## config.mk

```make
export PLATFORM = sky130hd
export DESIGN_NAME = fetc_top
export DESIGN_NICKNAME = d
export VERILOG_FILES = /design/src/fetc_pkg.sv /design/src/fetc_sync.sv /design/src/fetc_top.sv
export SDC_FILE = /design/constraint.sdc
export NUM_CORES = 1
export LEC_CHECK = 0
export BUFFER_PORTS_ARGS = -buffer_cell sky130_fd_sc_hd__buf_4
export CORE_MARGIN = 5
export CORE_UTILIZATION = 54
export DETAILED_ROUTE_END_ITERATION = 7
export GPL_TIMING_DRIVEN = 0
export PLACE_DENSITY = 0.84
export SYNTH_ARGS = -nofsm -noshare
export SYNTH_HDL_FRONTEND = slang
export SYNTH_HIERARCHICAL = 1
export SYNTH_SLANG_ARGS = --single-unit
```

## constraint.sdc

```tcl
create_clock -name clk -period 3 [get_ports clk]
set_clock_uncertainty 0.05 [all_clocks]
set_input_delay 0.3 -clock clk [delete_from_list [all_inputs] [get_ports clk]]
set_output_delay 0.3 -clock clk [all_outputs]
set_load 0.005 [all_outputs]
```

## src/fetc_pkg.sv

```systemverilog
// Shared constants, register map and carrier types of the FET control block
package fetc_pkg;
    // Bus geometry
    localparam int WB_AW = 8;
    localparam int WB_DW = 32;
    // Register byte offsets
    localparam logic [7:0] REG_CTRL = 8'h00;
    localparam logic [7:0] REG_CMD = 8'h04;
    localparam logic [7:0] REG_STATUS = 8'h08;
    localparam logic [7:0] REG_PRECHARGE_FET_DRIVE_THR = 8'h0C;
    localparam logic [7:0] REG_BODY_THR = 8'h10;
    localparam logic [7:0] REG_PREDISCHARGE_FET_DRIVE_TIME = 8'h14;
    localparam logic [7:0] REG_PIN_CFG = 8'h18;
    // Reset values
    localparam logic [31:0] CTRL_RST = 32'h0000_0000;
    localparam logic [31:0] CMD_RST = 32'h0000_0000;
    localparam logic [31:0] THR_RST = 32'h0000_0000;
    localparam logic [31:0] PREDISCHARGE_FET_DRIVE_TIME_RST = 32'h0000_0FA0;
    localparam logic [31:0] PIN_CFG_RST = 32'h0000_0000;
    localparam logic [15:0] CNT_ZERO = 16'h0000;
    localparam logic [15:0] CNT_ONE = 16'h0001;
    // Indicator pin functions
    localparam logic [1:0] IND_FAULT_OUT = 2'h0;
    localparam logic [1:0] IND_THERM_IN = 2'h1;
    localparam logic [1:0] IND_ADC_IN = 2'h2;
    localparam logic [1:0] IND_LED_SINK = 2'h3;
    // Number of asynchronous inputs brought onto clk
    localparam int SYNC_W = 7;

    // Control register layout
    typedef struct packed {
        logic [20:0] rsvd;
        logic pump_undervoltage_lockout_turnoff;   // 1: turn FETs off, 0: only hold off turn-on
        logic pump_undervoltage_lockout_en;        // Undervoltage lockout reaction enabled
        logic series_cfg;     // 1: series FETs, 0: parallel
        logic predsg_en;      // Predischarge before discharge FET
        logic ot_dsg;         // Over temperature acts on discharge side
        logic ot_chg;         // Over temperature acts on charge side
        logic dsg_kill_sel;   // Discharge kill pin used for FET turn-off
        logic chg_kill_sel;   // Charge kill pin used for FET turn-off
        logic host_recovery;  // 1: faults latch until host clears
        logic dsg_req;        // Discharge FET turn-on request
        logic chg_req;        // Charge FET turn-on request
    } fetc_ctrl_t;

    // Host command disables
    typedef struct packed {
        logic [29:0] rsvd;
        logic dsg_off;
        logic chg_off;
    } fetc_cmd_t;

    // Fault inputs from the comparators and charge pump
    typedef struct packed {
        logic pump_undervoltage_lockout;
        logic over_temp_fault;
        logic discharge_overcurrent_fault;
        logic charge_overcurrent_fault;
        logic short_circuit_fault;
    } fetc_fault_t;

    // Gate driver enables
    typedef struct packed {
        logic predischarge_fet_drive;
        logic precharge_fet_drive;
        logic discharge_fet_drive;
        logic charge_fet_drive;
    } fetc_drive_t;

    // Status register layout
    typedef struct packed {
        logic [22:0] rsvd;
        fetc_drive_t drive;   // Live driver state, read only
        fetc_fault_t fault;   // Sticky, write one to clear
    } fetc_status_t;

    // One multifunction pin
    typedef struct packed {
        logic out;
        logic oe;
    } fetc_pin_t;

    // Discharge sequencing states
    typedef enum logic [1:0] {DSG_IDLE, DSG_PRE, DSG_ON} fetc_dsg_state_t;
endpackage

```

## src/fetc_sync.sv

```systemverilog
// Two-flop synchroniser bank for asynchronous inputs
`timescale 1ns/10ps
module fetc_sync import fetc_pkg::*; (
    input wire logic clk,
    input wire logic resetn,
    input wire logic [SYNC_W-1:0] async_in,
    output logic [SYNC_W-1:0] sync_out
);
    // First stage, read only by the second stage
    logic [SYNC_W-1:0] meta;

    // One pair of flops per bit
    genvar i;
    generate
        for (i = 0; i < SYNC_W; i++) begin : g_bit
            always_ff @(posedge clk or negedge resetn) begin
                if (!resetn) begin
                    meta[i] <= 1'b0;
                    sync_out[i] <= 1'b0;
                end else begin
                    meta[i] <= async_in[i];
                    sync_out[i] <= meta[i];
                end
            end
        end
    endgenerate
endmodule

```

## src/fetc_top.sv

```systemverilog
// Protection FET control: fault merging, kill pins, pre-FET sequencing
`timescale 1ns/10ps
module fetc_top import fetc_pkg::*; (
    input wire logic clk,
    input wire logic resetn,
    input wire logic wb_cyc,
    input wire logic wb_stb,
    input wire logic wb_we,
    input wire logic [WB_AW-1:0] wb_adr,
    input wire logic [WB_DW-1:0] wb_dat_w,
    input wire logic [3:0] wb_sel,
    output logic [WB_DW-1:0] wb_dat_r,
    output logic wb_ack,
    input wire logic charge_fet_kill_pin,
    input wire logic discharge_fet_kill_pin,
    input wire fetc_fault_t fault_in,
    input wire logic [15:0] min_cell_mv,
    input wire logic [15:0] pack_mv,
    input wire logic signed [15:0] pack_current,
    output fetc_drive_t drive,
    output fetc_pin_t charge_block_indicator,
    output fetc_pin_t discharge_block_indicator,
    output logic [1:0] charge_block_indicator_func,
    output logic [1:0] discharge_block_indicator_func,
    output logic [1:0] kill_pin_alt,
    output logic alert
);
    // Byte-lane merge, used by every writable register
    function automatic logic [31:0] merge_sel(input logic [31:0] old,
        input logic [31:0] dat, input logic [3:0] sel);
        logic [31:0] r;
        r = old;
        for (int b = 0; b < 4; b++) begin
            if (sel[b]) begin
                r[b*8 +: 8] = dat[b*8 +: 8];
            end
        end
        return r;
    endfunction

    // Register file state
    fetc_ctrl_t ctrl, next_ctrl;
    fetc_cmd_t cmd, next_cmd;
    fetc_fault_t sticky, next_sticky;
    logic [31:0] precharge_fet_drive_thr, next_precharge_fet_drive_thr;     // [31:16] stop, [15:0] start
    logic [31:0] body_thr, next_body_thr;     // [31:16] dsg, [15:0] chg
    logic [31:0] predischarge_fet_drive_time, next_predischarge_fet_drive_time;   // Predischarge length, cycles
    logic [31:0] pin_cfg, next_pin_cfg;       // [3:2] dsg, [1:0] chg pin
    logic [WB_DW-1:0] next_dat_r;
    logic next_ack;

    // Synchronised inputs
    logic [SYNC_W-1:0] sync_v;
    logic kill_c, kill_d;
    fetc_fault_t flt;

    // Pins and analog flags cross into clk before use
    fetc_sync u_sync (
        .clk(clk),
        .resetn(resetn),
        .async_in({fault_in, discharge_fet_kill_pin, charge_fet_kill_pin}),
        .sync_out(sync_v)
    );
    assign kill_c = sync_v[0];
    assign kill_d = sync_v[1];
    assign flt = fetc_fault_t'(sync_v[SYNC_W-1:2]);

    // Bus request seen once, answered next cycle
    logic req, wr_now;
    assign req = wb_cyc & wb_stb & ~wb_ack;
    // Write lands on the edge where the master samples ack
    assign wr_now = wb_cyc & wb_stb & wb_ack & wb_we;

    // Blocking reasons
    logic scd_blk, occ_blk, ocd_blk, ot_blk, any_fault;
    logic chg_fault, dsg_fault, kc_act, kd_act;
    logic uv_c, uv_d, chg_block, dsg_block;
    logic [16:0] dsg_mag, chg_mag;
    logic dsg_over, chg_over;
    logic precharge_fet_drive_mode, next_precharge_fet_drive_mode;
    logic bd_c, next_bd_c, bd_d, next_bd_d;
    fetc_dsg_state_t st, next_st;
    logic [15:0] cnt, next_cnt;
    fetc_drive_t next_drive;
    fetc_pin_t next_cind, next_dind;
    logic [1:0] next_alt;
    logic next_alert;
    logic dsg_allow;

    // Fault merging and blocking terms
    always_comb begin
        // Short circuit always latches until cleared
        scd_blk = flt.short_circuit_fault | sticky.short_circuit_fault;
        // Host recovery keeps latched faults in force
        occ_blk = flt.charge_overcurrent_fault
            | (ctrl.host_recovery & sticky.charge_overcurrent_fault);
        ocd_blk = flt.discharge_overcurrent_fault
            | (ctrl.host_recovery & sticky.discharge_overcurrent_fault);
        ot_blk = flt.over_temp_fault
            | (ctrl.host_recovery & sticky.over_temp_fault);
        any_fault = scd_blk | occ_blk | ocd_blk | ot_blk;
        chg_fault = scd_blk | occ_blk | (ctrl.ot_chg & ot_blk);
        dsg_fault = scd_blk | ocd_blk | (ctrl.ot_dsg & ot_blk);
        // Unselected pins stay out of the FET path
        kc_act = ctrl.chg_kill_sel & kill_c;
        kd_act = ctrl.dsg_kill_sel & kill_d;
        // Undervoltage: hold off turn-on, or force off
        uv_c = ctrl.pump_undervoltage_lockout_en & flt.pump_undervoltage_lockout
            & (ctrl.pump_undervoltage_lockout_turnoff | ~drive.charge_fet_drive);
        uv_d = ctrl.pump_undervoltage_lockout_en & flt.pump_undervoltage_lockout
            & (ctrl.pump_undervoltage_lockout_turnoff | ~drive.discharge_fet_drive);
        // Every reason ORed into one disable per side
        chg_block = chg_fault | kc_act | cmd.chg_off | uv_c;
        dsg_block = dsg_fault | kd_act | cmd.dsg_off | uv_d;
        // Current magnitudes, positive current is charging
        dsg_mag = 17'(-pack_current);
        chg_mag = 17'(pack_current);
        dsg_over = ~pack_current[15] & 1'b0 | (pack_current[15]
            & (dsg_mag > {1'b0, body_thr[31:16]}));
        chg_over = ~pack_current[15] & (chg_mag > {1'b0, body_thr[15:0]});
    end

    // Precharge, body diode and discharge sequencing decisions
    always_comb begin
        next_precharge_fet_drive_mode = precharge_fet_drive_mode;
        // Enter below start threshold, leave at stop level
        if (min_cell_mv < precharge_fet_drive_thr[15:0]) begin
            next_precharge_fet_drive_mode = 1'b1;
        end else if (pack_mv >= precharge_fet_drive_thr[31:16]) begin
            next_precharge_fet_drive_mode = 1'b0;
        end
        // Body diode guard holds while current stays high
        next_bd_c = ctrl.series_cfg & dsg_over & ~kc_act & ~scd_blk
            & (drive.discharge_fet_drive | drive.predischarge_fet_drive)
            & (bd_c | ~drive.charge_fet_drive);
        next_bd_d = ctrl.series_cfg & chg_over & ~kd_act & ~scd_blk
            & (drive.charge_fet_drive | drive.precharge_fet_drive)
            & (bd_d | ~drive.discharge_fet_drive);
        // Discharge turn-on sequence
        dsg_allow = ctrl.dsg_req & ~dsg_block;
        next_st = st;
        next_cnt = cnt;
        unique case (st)
            DSG_IDLE: begin
                if (dsg_allow && ctrl.predsg_en) begin
                    next_st = DSG_PRE;
                    next_cnt = predischarge_fet_drive_time[15:0];
                end else if (dsg_allow) begin
                    next_st = DSG_ON;
                end
            end
            DSG_PRE: begin
                if (!dsg_allow) begin
                    next_st = DSG_IDLE;
                end else if (cnt <= CNT_ONE) begin
                    next_st = DSG_ON;
                end else begin
                    next_cnt = cnt - CNT_ONE;
                end
            end
            DSG_ON: begin
                if (!dsg_allow) begin
                    next_st = DSG_IDLE;
                end
            end
        endcase
        // Enables formed every cycle, registered below
        next_drive.charge_fet_drive = (ctrl.chg_req & ~next_precharge_fet_drive_mode
            & ~chg_block) | next_bd_c;
        next_drive.precharge_fet_drive = ctrl.chg_req & next_precharge_fet_drive_mode
            & ~chg_block & ~any_fault;
        next_drive.discharge_fet_drive = (next_st == DSG_ON) | next_bd_d;
        next_drive.predischarge_fet_drive = (next_st == DSG_PRE);
    end

    // Indicators and alternate pin data
    always_comb begin
        // Active-high fault level only in digital output mode
        next_cind.oe = (pin_cfg[1:0] == IND_FAULT_OUT);
        next_cind.out = next_cind.oe & chg_fault;
        next_dind.oe = (pin_cfg[3:2] == IND_FAULT_OUT);
        next_dind.out = next_dind.oe & dsg_fault;
        next_alt = {~ctrl.dsg_kill_sel & kill_d, ~ctrl.chg_kill_sel & kill_c};
    end

    // Register file next values and read mux
    always_comb begin
        next_ctrl = ctrl;
        next_cmd = cmd;
        next_precharge_fet_drive_thr = precharge_fet_drive_thr;
        next_body_thr = body_thr;
        next_predischarge_fet_drive_time = predischarge_fet_drive_time;
        next_pin_cfg = pin_cfg;
        next_sticky = sticky;
        if (wr_now) begin
            unique case (wb_adr)
                REG_CTRL: next_ctrl = fetc_ctrl_t'(merge_sel(ctrl, wb_dat_w, wb_sel));
                REG_CMD: next_cmd = fetc_cmd_t'(merge_sel(cmd, wb_dat_w, wb_sel));
                REG_STATUS: begin
                    // Write one clears the sticky bit
                    next_sticky = fetc_fault_t'(sticky
                        & ~merge_sel(32'h0000_0000, wb_dat_w, wb_sel));
                end
                REG_PRECHARGE_FET_DRIVE_THR: next_precharge_fet_drive_thr = merge_sel(precharge_fet_drive_thr, wb_dat_w, wb_sel);
                REG_BODY_THR: next_body_thr = merge_sel(body_thr, wb_dat_w, wb_sel);
                REG_PREDISCHARGE_FET_DRIVE_TIME: next_predischarge_fet_drive_time = merge_sel(predischarge_fet_drive_time, wb_dat_w, wb_sel);
                REG_PIN_CFG: next_pin_cfg = merge_sel(pin_cfg, wb_dat_w, wb_sel);
                default: ;
            endcase
        end
        // A fault arriving with the clear still wins
        next_sticky = next_sticky | flt;
        next_alert = |next_sticky;
        // Unmapped reads answer zero
        next_dat_r = wb_dat_r;
        if (req) begin
            unique case (wb_adr)
                REG_CTRL: next_dat_r = ctrl;
                REG_CMD: next_dat_r = cmd;
                REG_STATUS: next_dat_r = {23'h0, drive, sticky};
                REG_PRECHARGE_FET_DRIVE_THR: next_dat_r = precharge_fet_drive_thr;
                REG_BODY_THR: next_dat_r = body_thr;
                REG_PREDISCHARGE_FET_DRIVE_TIME: next_dat_r = predischarge_fet_drive_time;
                REG_PIN_CFG: next_dat_r = pin_cfg;
                default: next_dat_r = 32'h0000_0000;
            endcase
        end
        next_ack = req;
    end

    // All state registered on every edge
    always_ff @(posedge clk or negedge resetn) begin
        if (!resetn) begin
            ctrl <= fetc_ctrl_t'(CTRL_RST);
            cmd <= fetc_cmd_t'(CMD_RST);
            sticky <= fetc_fault_t'(5'h00);
            precharge_fet_drive_thr <= THR_RST;
            body_thr <= THR_RST;
            predischarge_fet_drive_time <= PREDISCHARGE_FET_DRIVE_TIME_RST;
            pin_cfg <= PIN_CFG_RST;
            wb_dat_r <= 32'h0000_0000;
            wb_ack <= 1'b0;
            precharge_fet_drive_mode <= 1'b0;
            bd_c <= 1'b0;
            bd_d <= 1'b0;
            st <= DSG_IDLE;
            cnt <= CNT_ZERO;
            drive <= fetc_drive_t'(4'h0);
            charge_block_indicator <= fetc_pin_t'(2'h0);
            discharge_block_indicator <= fetc_pin_t'(2'h0);
            kill_pin_alt <= 2'h0;
            alert <= 1'b0;
        end else begin
            ctrl <= next_ctrl;
            cmd <= next_cmd;
            sticky <= next_sticky;
            precharge_fet_drive_thr <= next_precharge_fet_drive_thr;
            body_thr <= next_body_thr;
            predischarge_fet_drive_time <= next_predischarge_fet_drive_time;
            pin_cfg <= next_pin_cfg;
            wb_dat_r <= next_dat_r;
            wb_ack <= next_ack;
            precharge_fet_drive_mode <= next_precharge_fet_drive_mode;
            bd_c <= next_bd_c;
            bd_d <= next_bd_d;
            st <= next_st;
            cnt <= next_cnt;
            drive <= next_drive;
            charge_block_indicator <= next_cind;
            discharge_block_indicator <= next_dind;
            kill_pin_alt <= next_alt;
            alert <= next_alert;
        end
    end

    // Function selects go straight to the pad mux
    assign charge_block_indicator_func = pin_cfg[1:0];
    assign discharge_block_indicator_func = pin_cfg[3:2];
endmodule

```

==> results of run 1 <==
==> metrics by stage <==
step,setup WS (ps),hold slack (ps)
after floorplan,26.1,-45.6
after global placement,-690,283
after detailed placement,-436,203
after CTS,96.8,1.84
after global routing,-49.1,14.6
final,87.9,13.8
==> state kept, by name, indices dropped and copies added, names as in the netlist <==
| name | count |
|---|---|
| alert | 1 |
| bd_c | 1 |
| bd_d | 1 |
| body_thr | 32 |
| charge_block_indicator | 2 |
| cmd | 32 |
| cnt | 16 |
| ctrl | 32 |
| discharge_block_indicator | 2 |
| drive | 4 |
| kill_pin_alt | 2 |
| pin_cfg | 32 |
| precharge_fet_drive_mode | 1 |
| precharge_fet_drive_thr | 32 |
| predischarge_fet_drive_time | 32 |
| st | 2 |
| sticky | 5 |
| u_sync/meta | 7 |
| u_sync/sync_out | 7 |
| wb_ack | 1 |
| wb_dat_r | 32 |
==> metal layers <==
metal	vias to the layer above	GRT usage [%]
li1	5074	-
met1	5781	38.6
met2	667	45.8
met3	172	6.17
met4	4	11.9
met5	-	0
==> cell families (layout without fill, tap and decap cells) <==
group,Yosys count,count (layout)
AO/OA/AOI/OAI,314,314
buffers and inverters,130,371
adder cells (fa/ha/maj),70,70
flip-flops,276,276
AND/OR/NAND/NOR,295,295
multiplexers,168,168
XOR/XNOR,14,14
==> how the worst min path moves through the flow <==
stage	startpoint	end	slack (ps)	cells after the start
after detailed placement	resetn	alert	200	1
final	wb_dat_w[2]	body_thr[2]	10	3
after global placement	u_sync/meta[0]	u_sync/sync_out[0]	280	0
after global routing	wb_dat_w[14]	predischarge_fet_drive_time[14]	10	2
after floorplan	resetn	alert	-50	0
after CTS	wb_dat_w[2]	body_thr[2]	2	3
==> layout make-up <==
| class | instances | area [um2] | share of cell area, % |
|---|---|---|---|
| Clock buffer | 38 | 800 | 4.70 |
| Sequential cell | 276 | 6910 | 40.6 |
| Timing Repair Buffer | 189 | 1560 | 9.16 |
| Multi-Input combinational cell | 861 | 6550 | 38.5 |
| Inverter | 81 | 304 | 1.79 |
| Tap cell | 330 | 413 | 2.43 |
| Clock inverter | 14 | 235 | 1.38 |
| Buffer | 49 | 246 | 1.45 |
==> worst register-to-register path: stages (launching register included) <==
cell and delay [ps]:
dfrtp_1 440, and4_1 210, buf_1 550, nand2_1 390, nor2_1 490, clkbuf_1 400
o21ai_0 190
==> power by group <==
group	internal (mW)	leakage [nW]	total (mW)	switching, mW
clock	2.39	0.498	3.95	1.55
sequential	3.74	3.42	3.75	0.0108
combinational	0.199	4.39	0.485	0.286
==> what timing repair did <==
action | in CTS | in global routing
resized for setup | 0 | 4
endpoints found under the setup margin | 0 | 2
hold endpoints to repair | 164 | 0
setup buffers | 0 | 1
hold buffers | 37 | 0
==> layout by cell type, fill, tap and decap left out, types with 8 or more instances in the layout <==
master and count:
ha_1 70, xnor2_1 9, nand4_1 17, mux2i_1 9
clkbuf_1 30, mux2_2 159, nor2_4 9, dlygate4sd3_1 37
dfrtp_1 270, nor2_1 46, buf_4 158, o21ai_0 72
o22ai_1 13, nand3_1 22, a222oi_1 21, nor2b_1 9
a221oi_1 9, a21o_1 38, a21oi_1 62, nand2_1 109
inv_1 81, o21ai_1 18, nor2_2 8, a22oi_1 38
nor3_1 17, buf_2 9, clkbuf_16 29
==> impl_metrics.ini, run 1 <==
[synth]
syn_area_um2 = 14000
synth_compound_area_share_pct = 14.8
synthCells = 1267
synthArstFlopShare_pct = 100
ys_seq_elements = 276
syn_avg_cell_area_um2 = 11.0
yosysSeqAreaShare_pct = 49.5
synth_edf_count = 0
synth_top_area_share_pct = 48.4
syn_nets = 1441
yosys-top-cells-count = dfrtp_1, mux2_2, nand2_1
synth_cell_type_count = 74
synth_top_family_by_area = compound AO/OA/AOI/OAI gates
synth_fa_ha_area_share_pct = 6.27
synthMuxAreaShare_pct = 13.5
synth_largest_area_cell = dfrtp_1
synth_area_leaders = dfrtp_1, mux2_2, ha_1
yosys_warnings = 6
synthFlopType = dfrtp_1
yosysMostFrequentCell = dfrtp_1
synth-simple-area-share_pct = 11.2
synth_xor_area_share_pct = 0.878

[floorplan]
num_rows = 58
die_h_um = 171
die_w_um = 171
io_pins = 152
start_util_pct = 55.1
core_um2 = 25300
die_area_um2 = 29200

[worst_setup_path]
cp.arrival_ps = 3290
ff2ff_path_depth = 6
cpMostUsedCell = a21o_1
path_max_fanout = 4
cpLargestDelayFamily = simple AND/OR/NAND/NOR gates
slowest_stage = or3_1
cp-end-kind = register
required_ps = 3380
worstSetupPathDepth = 13
worstSetupStartpoint = pack_current[4]
worst-r2r-setup-slack_ps = 130
worstPathCellList = buf_4, nor4_4, nand2_1, or3_1, nor3_2, xnor2_1, ha_1, a21o_1, a21o_1, a2111oi_2, o21ai_0, and3_1, o21bai_1
worstReg2RegStart = wb_ack
start_kind = input port
critPathKind = input port to register
crit_path_end = drive[0]
cp.buffers_inverters = 1
slowest_delay_ps = 450
r2r-end = body_thr[12]

[route]
ant_nets = 0
wire_per_inst_um = 23.2
via_count = 11700
dr_wl_met2_mm = 19.9
drtIter0Drc = 1377
top_layer = met5
vias_per_cell = 6.36
drc = 0
wirelength_mm = 42.7
m1WireLength_mm = 16.6
wl_met3_mm = 3.99
dr.pass1.iters = 8

[clocking]
clock_path_buffers = 3
cts_tree = built
path_clk_slew_ps = 70
cts-root-buf = clkbuf_16
clock_sinks = 276
cts_inserted_buffers = 29
clk_latency_ps = 560
h-tree-depth = 1

[pwr]
total_power_mw = 8.18
leakage_nw = 8.31
p_per_area_nw_per_um2 = 481
ir_drop_mv = 0.299

[timing]
post-route-period-util_pct = 97.1
final-hold-violation-count = 0
setup_viol = 0
fin_setup_tns_ps = 0
final.min_clock_period_ps = 2910
timing.fmax_mhz = 343
finalMaxSlewViolations = 0
worstMarginPinSlew_ps = 939
slew_headroom_pct = 37.4

[finish]
utilization_pct = 67.2
nets = 1661
syn_to_final_growth_pct = 21.8
instances_no_fill = 1838
antennaDiodeCount = 0
final_area_um2 = 17000
nFillCells = 1815
drive_gt1_share_pct = 28.1

[global_routing]
grt_pass1_wl_mm = 65.7
grt_max_degree = 125
grt_pass1_vias = 11700
grt_use_total_pct = 28.7
grt-ovfl-total = 0
antenna_found_initial = 2

[status]
status = finished, final reports clean

[job]
cap_violations = 0

[place]
placed_cells = 1748
portBuffers = 149
dp.final_hpwl_mm = 30.7
placed_area_um2 = 15600
gp_congestion = 0.940

[worst_hold_path]
hp-class = input port to register
Note: power is estimated with default switching activity, not from simulation.
==> run 2: changes to the inputs <==
--- a/config.mk
+++ b/config.mk
@@ -8,9 +8,11 @@
 export BUFFER_PORTS_ARGS = -buffer_cell sky130_fd_sc_hd__buf_4
 export CORE_MARGIN = 5
 export CORE_UTILIZATION = 54
+export CTS_CLUSTER_SIZE = 20
 export DETAILED_ROUTE_END_ITERATION = 7
 export GPL_TIMING_DRIVEN = 0
 export PLACE_DENSITY = 0.84
+export SETUP_SLACK_MARGIN = 0.15
 export SYNTH_ARGS = -nofsm -noshare
 export SYNTH_HDL_FRONTEND = slang
 export SYNTH_HIERARCHICAL = 1
==> constraint.sdc (replaced) <==
create_clock -name clk -period 3.55 [get_ports clk]
set_clock_uncertainty 0.05 [all_clocks]
set_input_delay 0.355 -clock clk [delete_from_list [all_inputs] [get_ports clk]]
set_output_delay 0.355 -clock clk [all_outputs]
set_load 0.005 [all_outputs]
==> run 2 against run 1 <==
Global-route usage down 1.2 points. Hold slack got worse by 2.9 ps. Critical endpoint unchanged. Wire length shrank 3.6%.
==> impl_metrics.ini, run 2 (synthesis gave the netlist of run 1 again) <==
[status]
status = finished, final reports clean

[place]
dp.final_hpwl_mm = 30.4
pre_cts_ws_ps = -157
gp_congestion = 1.00
portBuffers = 149
placed_area_um2 = 15600

[finish]
layout_commonest_cell = dfrtp_1
drive_gt1_share_pct = 28.2
antennaDiodeCount = 0
layout_common_cells = dfrtp_1, mux2_2, buf_4
nets = 1631
syn_to_final_growth_pct = 19.3
final_area_um2 = 16700

[route]
dr.pass1.iters = 8
wire_per_inst_um = 22.7
via_count = 11400
wl_met3_mm = 4.25
vias_per_cell = 6.29
m1WireLength_mm = 16.4
top_layer = met5
wirelength_mm = 41.1
drc = 0
drtIter0Drc = 1277
ant_nets = 0
dr_wl_met2_mm = 18.8

[worst_hold_path]
hp-class = input port to register

[worst_setup_path]
cp.arrival_ps = 3500
cpMostUsedCell = a21o_1
cp.buffers_inverters = 1
path_max_fanout = 4
cpLargestDelayFamily = simple AND/OR/NAND/NOR gates
start_kind = input port
worstPathCellList = buf_4, nor4_1, nand2_1, or3_1, nor3_1, xnor2_1, ha_1, a21o_1, a21o_1, a2111oi_1, o21ai_0, and3_1, o21bai_1
slowest_stage = a2111oi_1
slowest_delay_ps = 530
required_ps = 3930
cp-end-kind = register
critPathKind = input port to register

[floorplan]
io_pins = 152
die_h_um = 171
die_w_um = 171
core_um2 = 25300
num_rows = 58
start_util_pct = 55.1
die_area_um2 = 29200

[clocking]
clock_sinks = 276
cts-root-buf = clkbuf_16
path_clk_slew_ps = 60
cts_tree = built
clk_latency_ps = 550
cts_setup_buffers = 0
cts_inserted_buffers = 29
h-tree-depth = 1
clock_path_buffers = 3

[pwr]
ir_drop_mv = 0.306
total_power_mw = 6.76
p_per_area_nw_per_um2 = 406
leakage_nw = 8.17

[timing]
setup_viol = 0
final-hold-violation-count = 0
slew_headroom_pct = 37.3
post-route-period-util_pct = 87.8
timing.fmax_mhz = 321
finalMaxSlewViolations = 0
hold_slack_ps = 10.9
rsz0062_at_grt = no
worstMarginPinSlew_ps = 932
final.min_clock_period_ps = 3120
setup_ws_ps = 433

[global_routing]
antenna_found_initial = 1
grt-ovfl-total = 0
grt_use_total_pct = 27.6
grt_pass1_vias = 11300
grt_pass1_wl_mm = 62.8
grt_max_degree = 122

[job]
cap_violations = 0
==> run 2: path summary, 6_finish.rpt <==
kind                                  from                          end  slack (ps)  depth (start not counted)
max in group asynchronous           resetn                      cmd[31]        2320                          3
setup reg to reg                    wb_ack                  body_thr[1]         710                          6
min in group asynchronous           resetn           u_sync/sync_out[1]         230                          2
hold / removal                wb_dat_w[20]  precharge_fet_drive_thr[20]          10                          3
setup / recovery           pack_current[4]                     drive[0]         430                         13
hold reg to reg             u_sync/meta[0]           u_sync/sync_out[0]         300                          0
==> run 2: area by class of cell <==
class,instances,area [um2]
fill,1844,8660
sequential,276,6910
multi-input combinational,861,6510
timing repair buffer,159,1260
clock buffer,43,848
tap,330,413
inverter,81,304
buffer,49,246
clock inverter,10,168
==> run 2: stage by stage <==
stage          instances  TNS, ps  utilization (%)
2_1_floorplan       1267        0                -
3_3_place_gp        1746   -45470             61.2
3_5_place_dp        1748     -173             61.4
4_1_cts             1809        0             65.8
5_1_grt             1809        0             65.8
6_report            1809        0             65.8
==> run 2: per-layer routing <==
layer  vias up  global-route usage, %
met4         2                   10.6
met2       639                   43.5
met3       125                   5.29
li1       5004                      -
met1      5612                   38.2
met5         -                      0
==> run 2: where the power goes <==
part | total [mW] | switching (mW) | leakage (nW) | internal, mW
clock network | 3.21 | 1.27 | 0.496 | 1.94
registers | 3.17 | 0.00822 | 3.42 | 3.16
logic | 0.377 | 0.231 | 4.25 | 0.146
total | 6.76 | 1.51 | 8.17 | 5.25
==> run 2: worst register-to-register path, stage by stage, from the launching register on <==
cell	delay, ps
dfrtp_1	350
and4_1	240
buf_1	590
nand2_1	390
nor2_1	510
clkbuf_1	390
o21ai_0	170
==> run 2: timing repair <==
item                                    CTS  global route
hold buffers                              8             0
endpoints found under the setup margin    0             1
hold endpoints to repair                 45             0
gates resized for setup                   0             2
==> run 3: changes to the inputs <==
--- a/config.mk
+++ b/config.mk
@@ -7,11 +7,10 @@
 export LEC_CHECK = 0
 export BUFFER_PORTS_ARGS = -buffer_cell sky130_fd_sc_hd__buf_4
 export CORE_MARGIN = 5
-export CORE_UTILIZATION = 54
+export CORE_UTILIZATION = 60
 export CTS_CLUSTER_SIZE = 20
 export DETAILED_ROUTE_END_ITERATION = 7
-export GPL_TIMING_DRIVEN = 0
-export PLACE_DENSITY = 0.84
+export PLACE_DENSITY = 0.91
 export SETUP_SLACK_MARGIN = 0.15
 export SYNTH_ARGS = -nofsm -noshare
 export SYNTH_HDL_FRONTEND = slang
==> run 3 against run 2 <==
Via count up 1.6%. Sequential power barely moved. Core utilization grew 6.9 points. Highest routed layer unchanged. Critical endpoint unchanged. Combinational power increased by 1%. Sequential share of layout area is 0.29 points higher.
==> impl_metrics.ini, run 3 (synthesis gave the netlist of run 1 again) <==
[worst_setup_path]
ff2ff_path_depth = 7
critPathKind = input port to register
cp-end-kind = register
cpLargestDelayFamily = simple AND/OR/NAND/NOR gates
worstPathCellList = buf_4, nor4_1, nand2_1, or3_1, nor3_1, xnor2_1, ha_1, a21o_1, a21o_1, a2111oi_1, o211ai_1, and3_1, o21bai_1
worstSetupPathDepth = 13
required_ps = 3930
r2r-end = drive[2]
path_max_fanout = 4
crit_path_end = drive[0]
slowest_stage = a2111oi_1
worstReg2RegStart = precharge_fet_drive_thr[1]
cpMostUsedCell = a21o_1
worstSetupStartpoint = pack_current[4]
slowest_delay_ps = 500
start_kind = input port
cp.arrival_ps = 3510
cp.buffers_inverters = 1
worst-r2r-setup-slack_ps = 1070

[finish]
seq_area_um2 = 6910
antennaDiodeCount = 0
drive_gt1_share_pct = 28.7
syn_to_final_growth_pct = 18.5
nFillCells = 1443
layout_commonest_cell = dfrtp_1
instances_no_fill = 1769
nets = 1610
layout_common_cells = dfrtp_1, buf_4, mux2_2
multi_input_area_um2 = 6510

[floorplan]
die_area_um2 = 26400
die_h_um = 163
io_pins = 152
start_util_pct = 61.3
num_rows = 55
core_um2 = 22800
die_w_um = 163

[place]
portBuffers = 151
dp.final_hpwl_mm = 29.1
placed_cells = 1705
gp_congestion = 0.960

[timing]
final.min_clock_period_ps = 3130
worstMarginPinSlew_ps = 885
slew_headroom_pct = 40.4
rsz0062_at_grt = no
setup_viol = 0
hold_slack_ps = 20.0
finalMaxSlewViolations = 0
final-hold-violation-count = 0
post-route-period-util_pct = 88.1
timing.fmax_mhz = 320

[global_routing]
grt_use_met1_pct = 41.9
top_usage_layer = met2
antenna_found_initial = 1
grt_use_total_pct = 31.2
grt_pass1_vias = 11600
grt_max_degree = 98
grt.met2_usage_pct = 48.8
grt_pass1_wl_mm = 65.0
grt-ovfl-total = 0
use_met3_pct = 7.31

[route]
via_count = 11600
drtIter0Drc = 1427
ant_nets = 0
dr.pass1.iters = 6
wirelength_mm = 41.4
drc = 0
vias_per_cell = 6.54
wire_per_inst_um = 23.4

[clocking]
h-tree-depth = 1
cts_tree = built
cts-root-buf = clkbuf_16
clock_path_buffers = 3
path_clk_slew_ps = 70
cts_inserted_buffers = 28
clock_sinks = 276
clk_latency_ps = 550
cts_setup_buffers = 0

[job]
cap_violations = 0

[status]
status = finished, final reports clean

[worst_hold_path]
hp-class = input port to register

[pwr]
p_per_area_nw_per_um2 = 397
leakage_nw = 8.14
ir_drop_mv = 0.329
run 3: cell count changes in the layout (fill, tap and decap cells not counted), moves of 2 or more:
cell and change:
clkinv_2 +2, nor3_1 -2, buf_12 +3, clkbuf_1 -25, buf_4 +13, nor3_2 +2, dlygate4sd3_1 +6, clkbuf_8 -3
buf_16 -2, buf_2 -9, buf_1 -4
run 3: repair_timing:
action / in CTS / in global routing
endpoints found under the hold margin: 105 / 0
gates resized for setup: 0 / 1
endpoints found under the setup margin: 0 / 1
hold buffers: 14 / 0
run 3: layout make-up:
type | instances | share of cell area, %
Tap cell | 313 | 2.37
Clock inverter | 10 | 0.839
Inverter | 81 | 1.84
Sequential cell | 276 | 41.8
Timing Repair Buffer | 188 | 9.01
Clock buffer | 40 | 4.81
Multi-Input combinational cell | 861 | 39.4
run 3: power breakdown:
| part | switching (mW) | internal [mW] |
|---|---|---|
| registers | 0.00803 | 3.16 |
| clock network | 1.24 | 1.77 |
| logic | 0.232 | 0.150 |
| total | 1.48 | 5.08 |
run 3: metrics by stage:
step | worst slack, ps | setup TNS, ps | power [mW] | area, um2 | util, %
6_report | 422 | 0 | 6.57 | 16500 | 72.7
3_3_place_gp | 6.00 | 0 | 3.57 | 15500 | 67.9
2_1_floorplan | 387 | 0 | 3.33 | 14000 | -
3_5_place_dp | -136 | -136 | 3.59 | 15500 | 67.9
4_1_cts | 407 | 0 | 6.57 | 16500 | 72.6
5_1_grt | 237 | 0 | 6.75 | 16500 | 72.7
run 3: worst register-to-register path, stage by stage (launching register included):
cell and delay, ps:
dfrtp_1 390, inv_1 90, ha_1 230, a2111oi_0 360
a21oi_1 200, a221oi_1 460, a22o_1 340, nor3b_1 260
run 3: worst min-delay path by stage:
stage,start,end,slack [ps],depth (start not counted)
after floorplan,resetn,alert,9,0
after global placement,u_sync/meta[5],u_sync/sync_out[5],280,0
after detailed placement,u_sync/meta[2],u_sync/sync_out[2],280,0
after CTS,wb_dat_w[23],body_thr[23],3,3
after global routing,wb_dat_w[26],cmd[26],30,2
final,wb_dat_w[26],precharge_fet_drive_thr[26],20,3
run 3: layer usage:
metal | vias up | wire length [um] | part of all wire (%)
li1 | 4961 | - | -
met1 | 5673 | 15700 | 38
met2 | 759 | 19100 | 46
met3 | 174 | 4470 | 11
met4 | 2 | 2180 | 5.3
met5 | - | 16 | 0.039
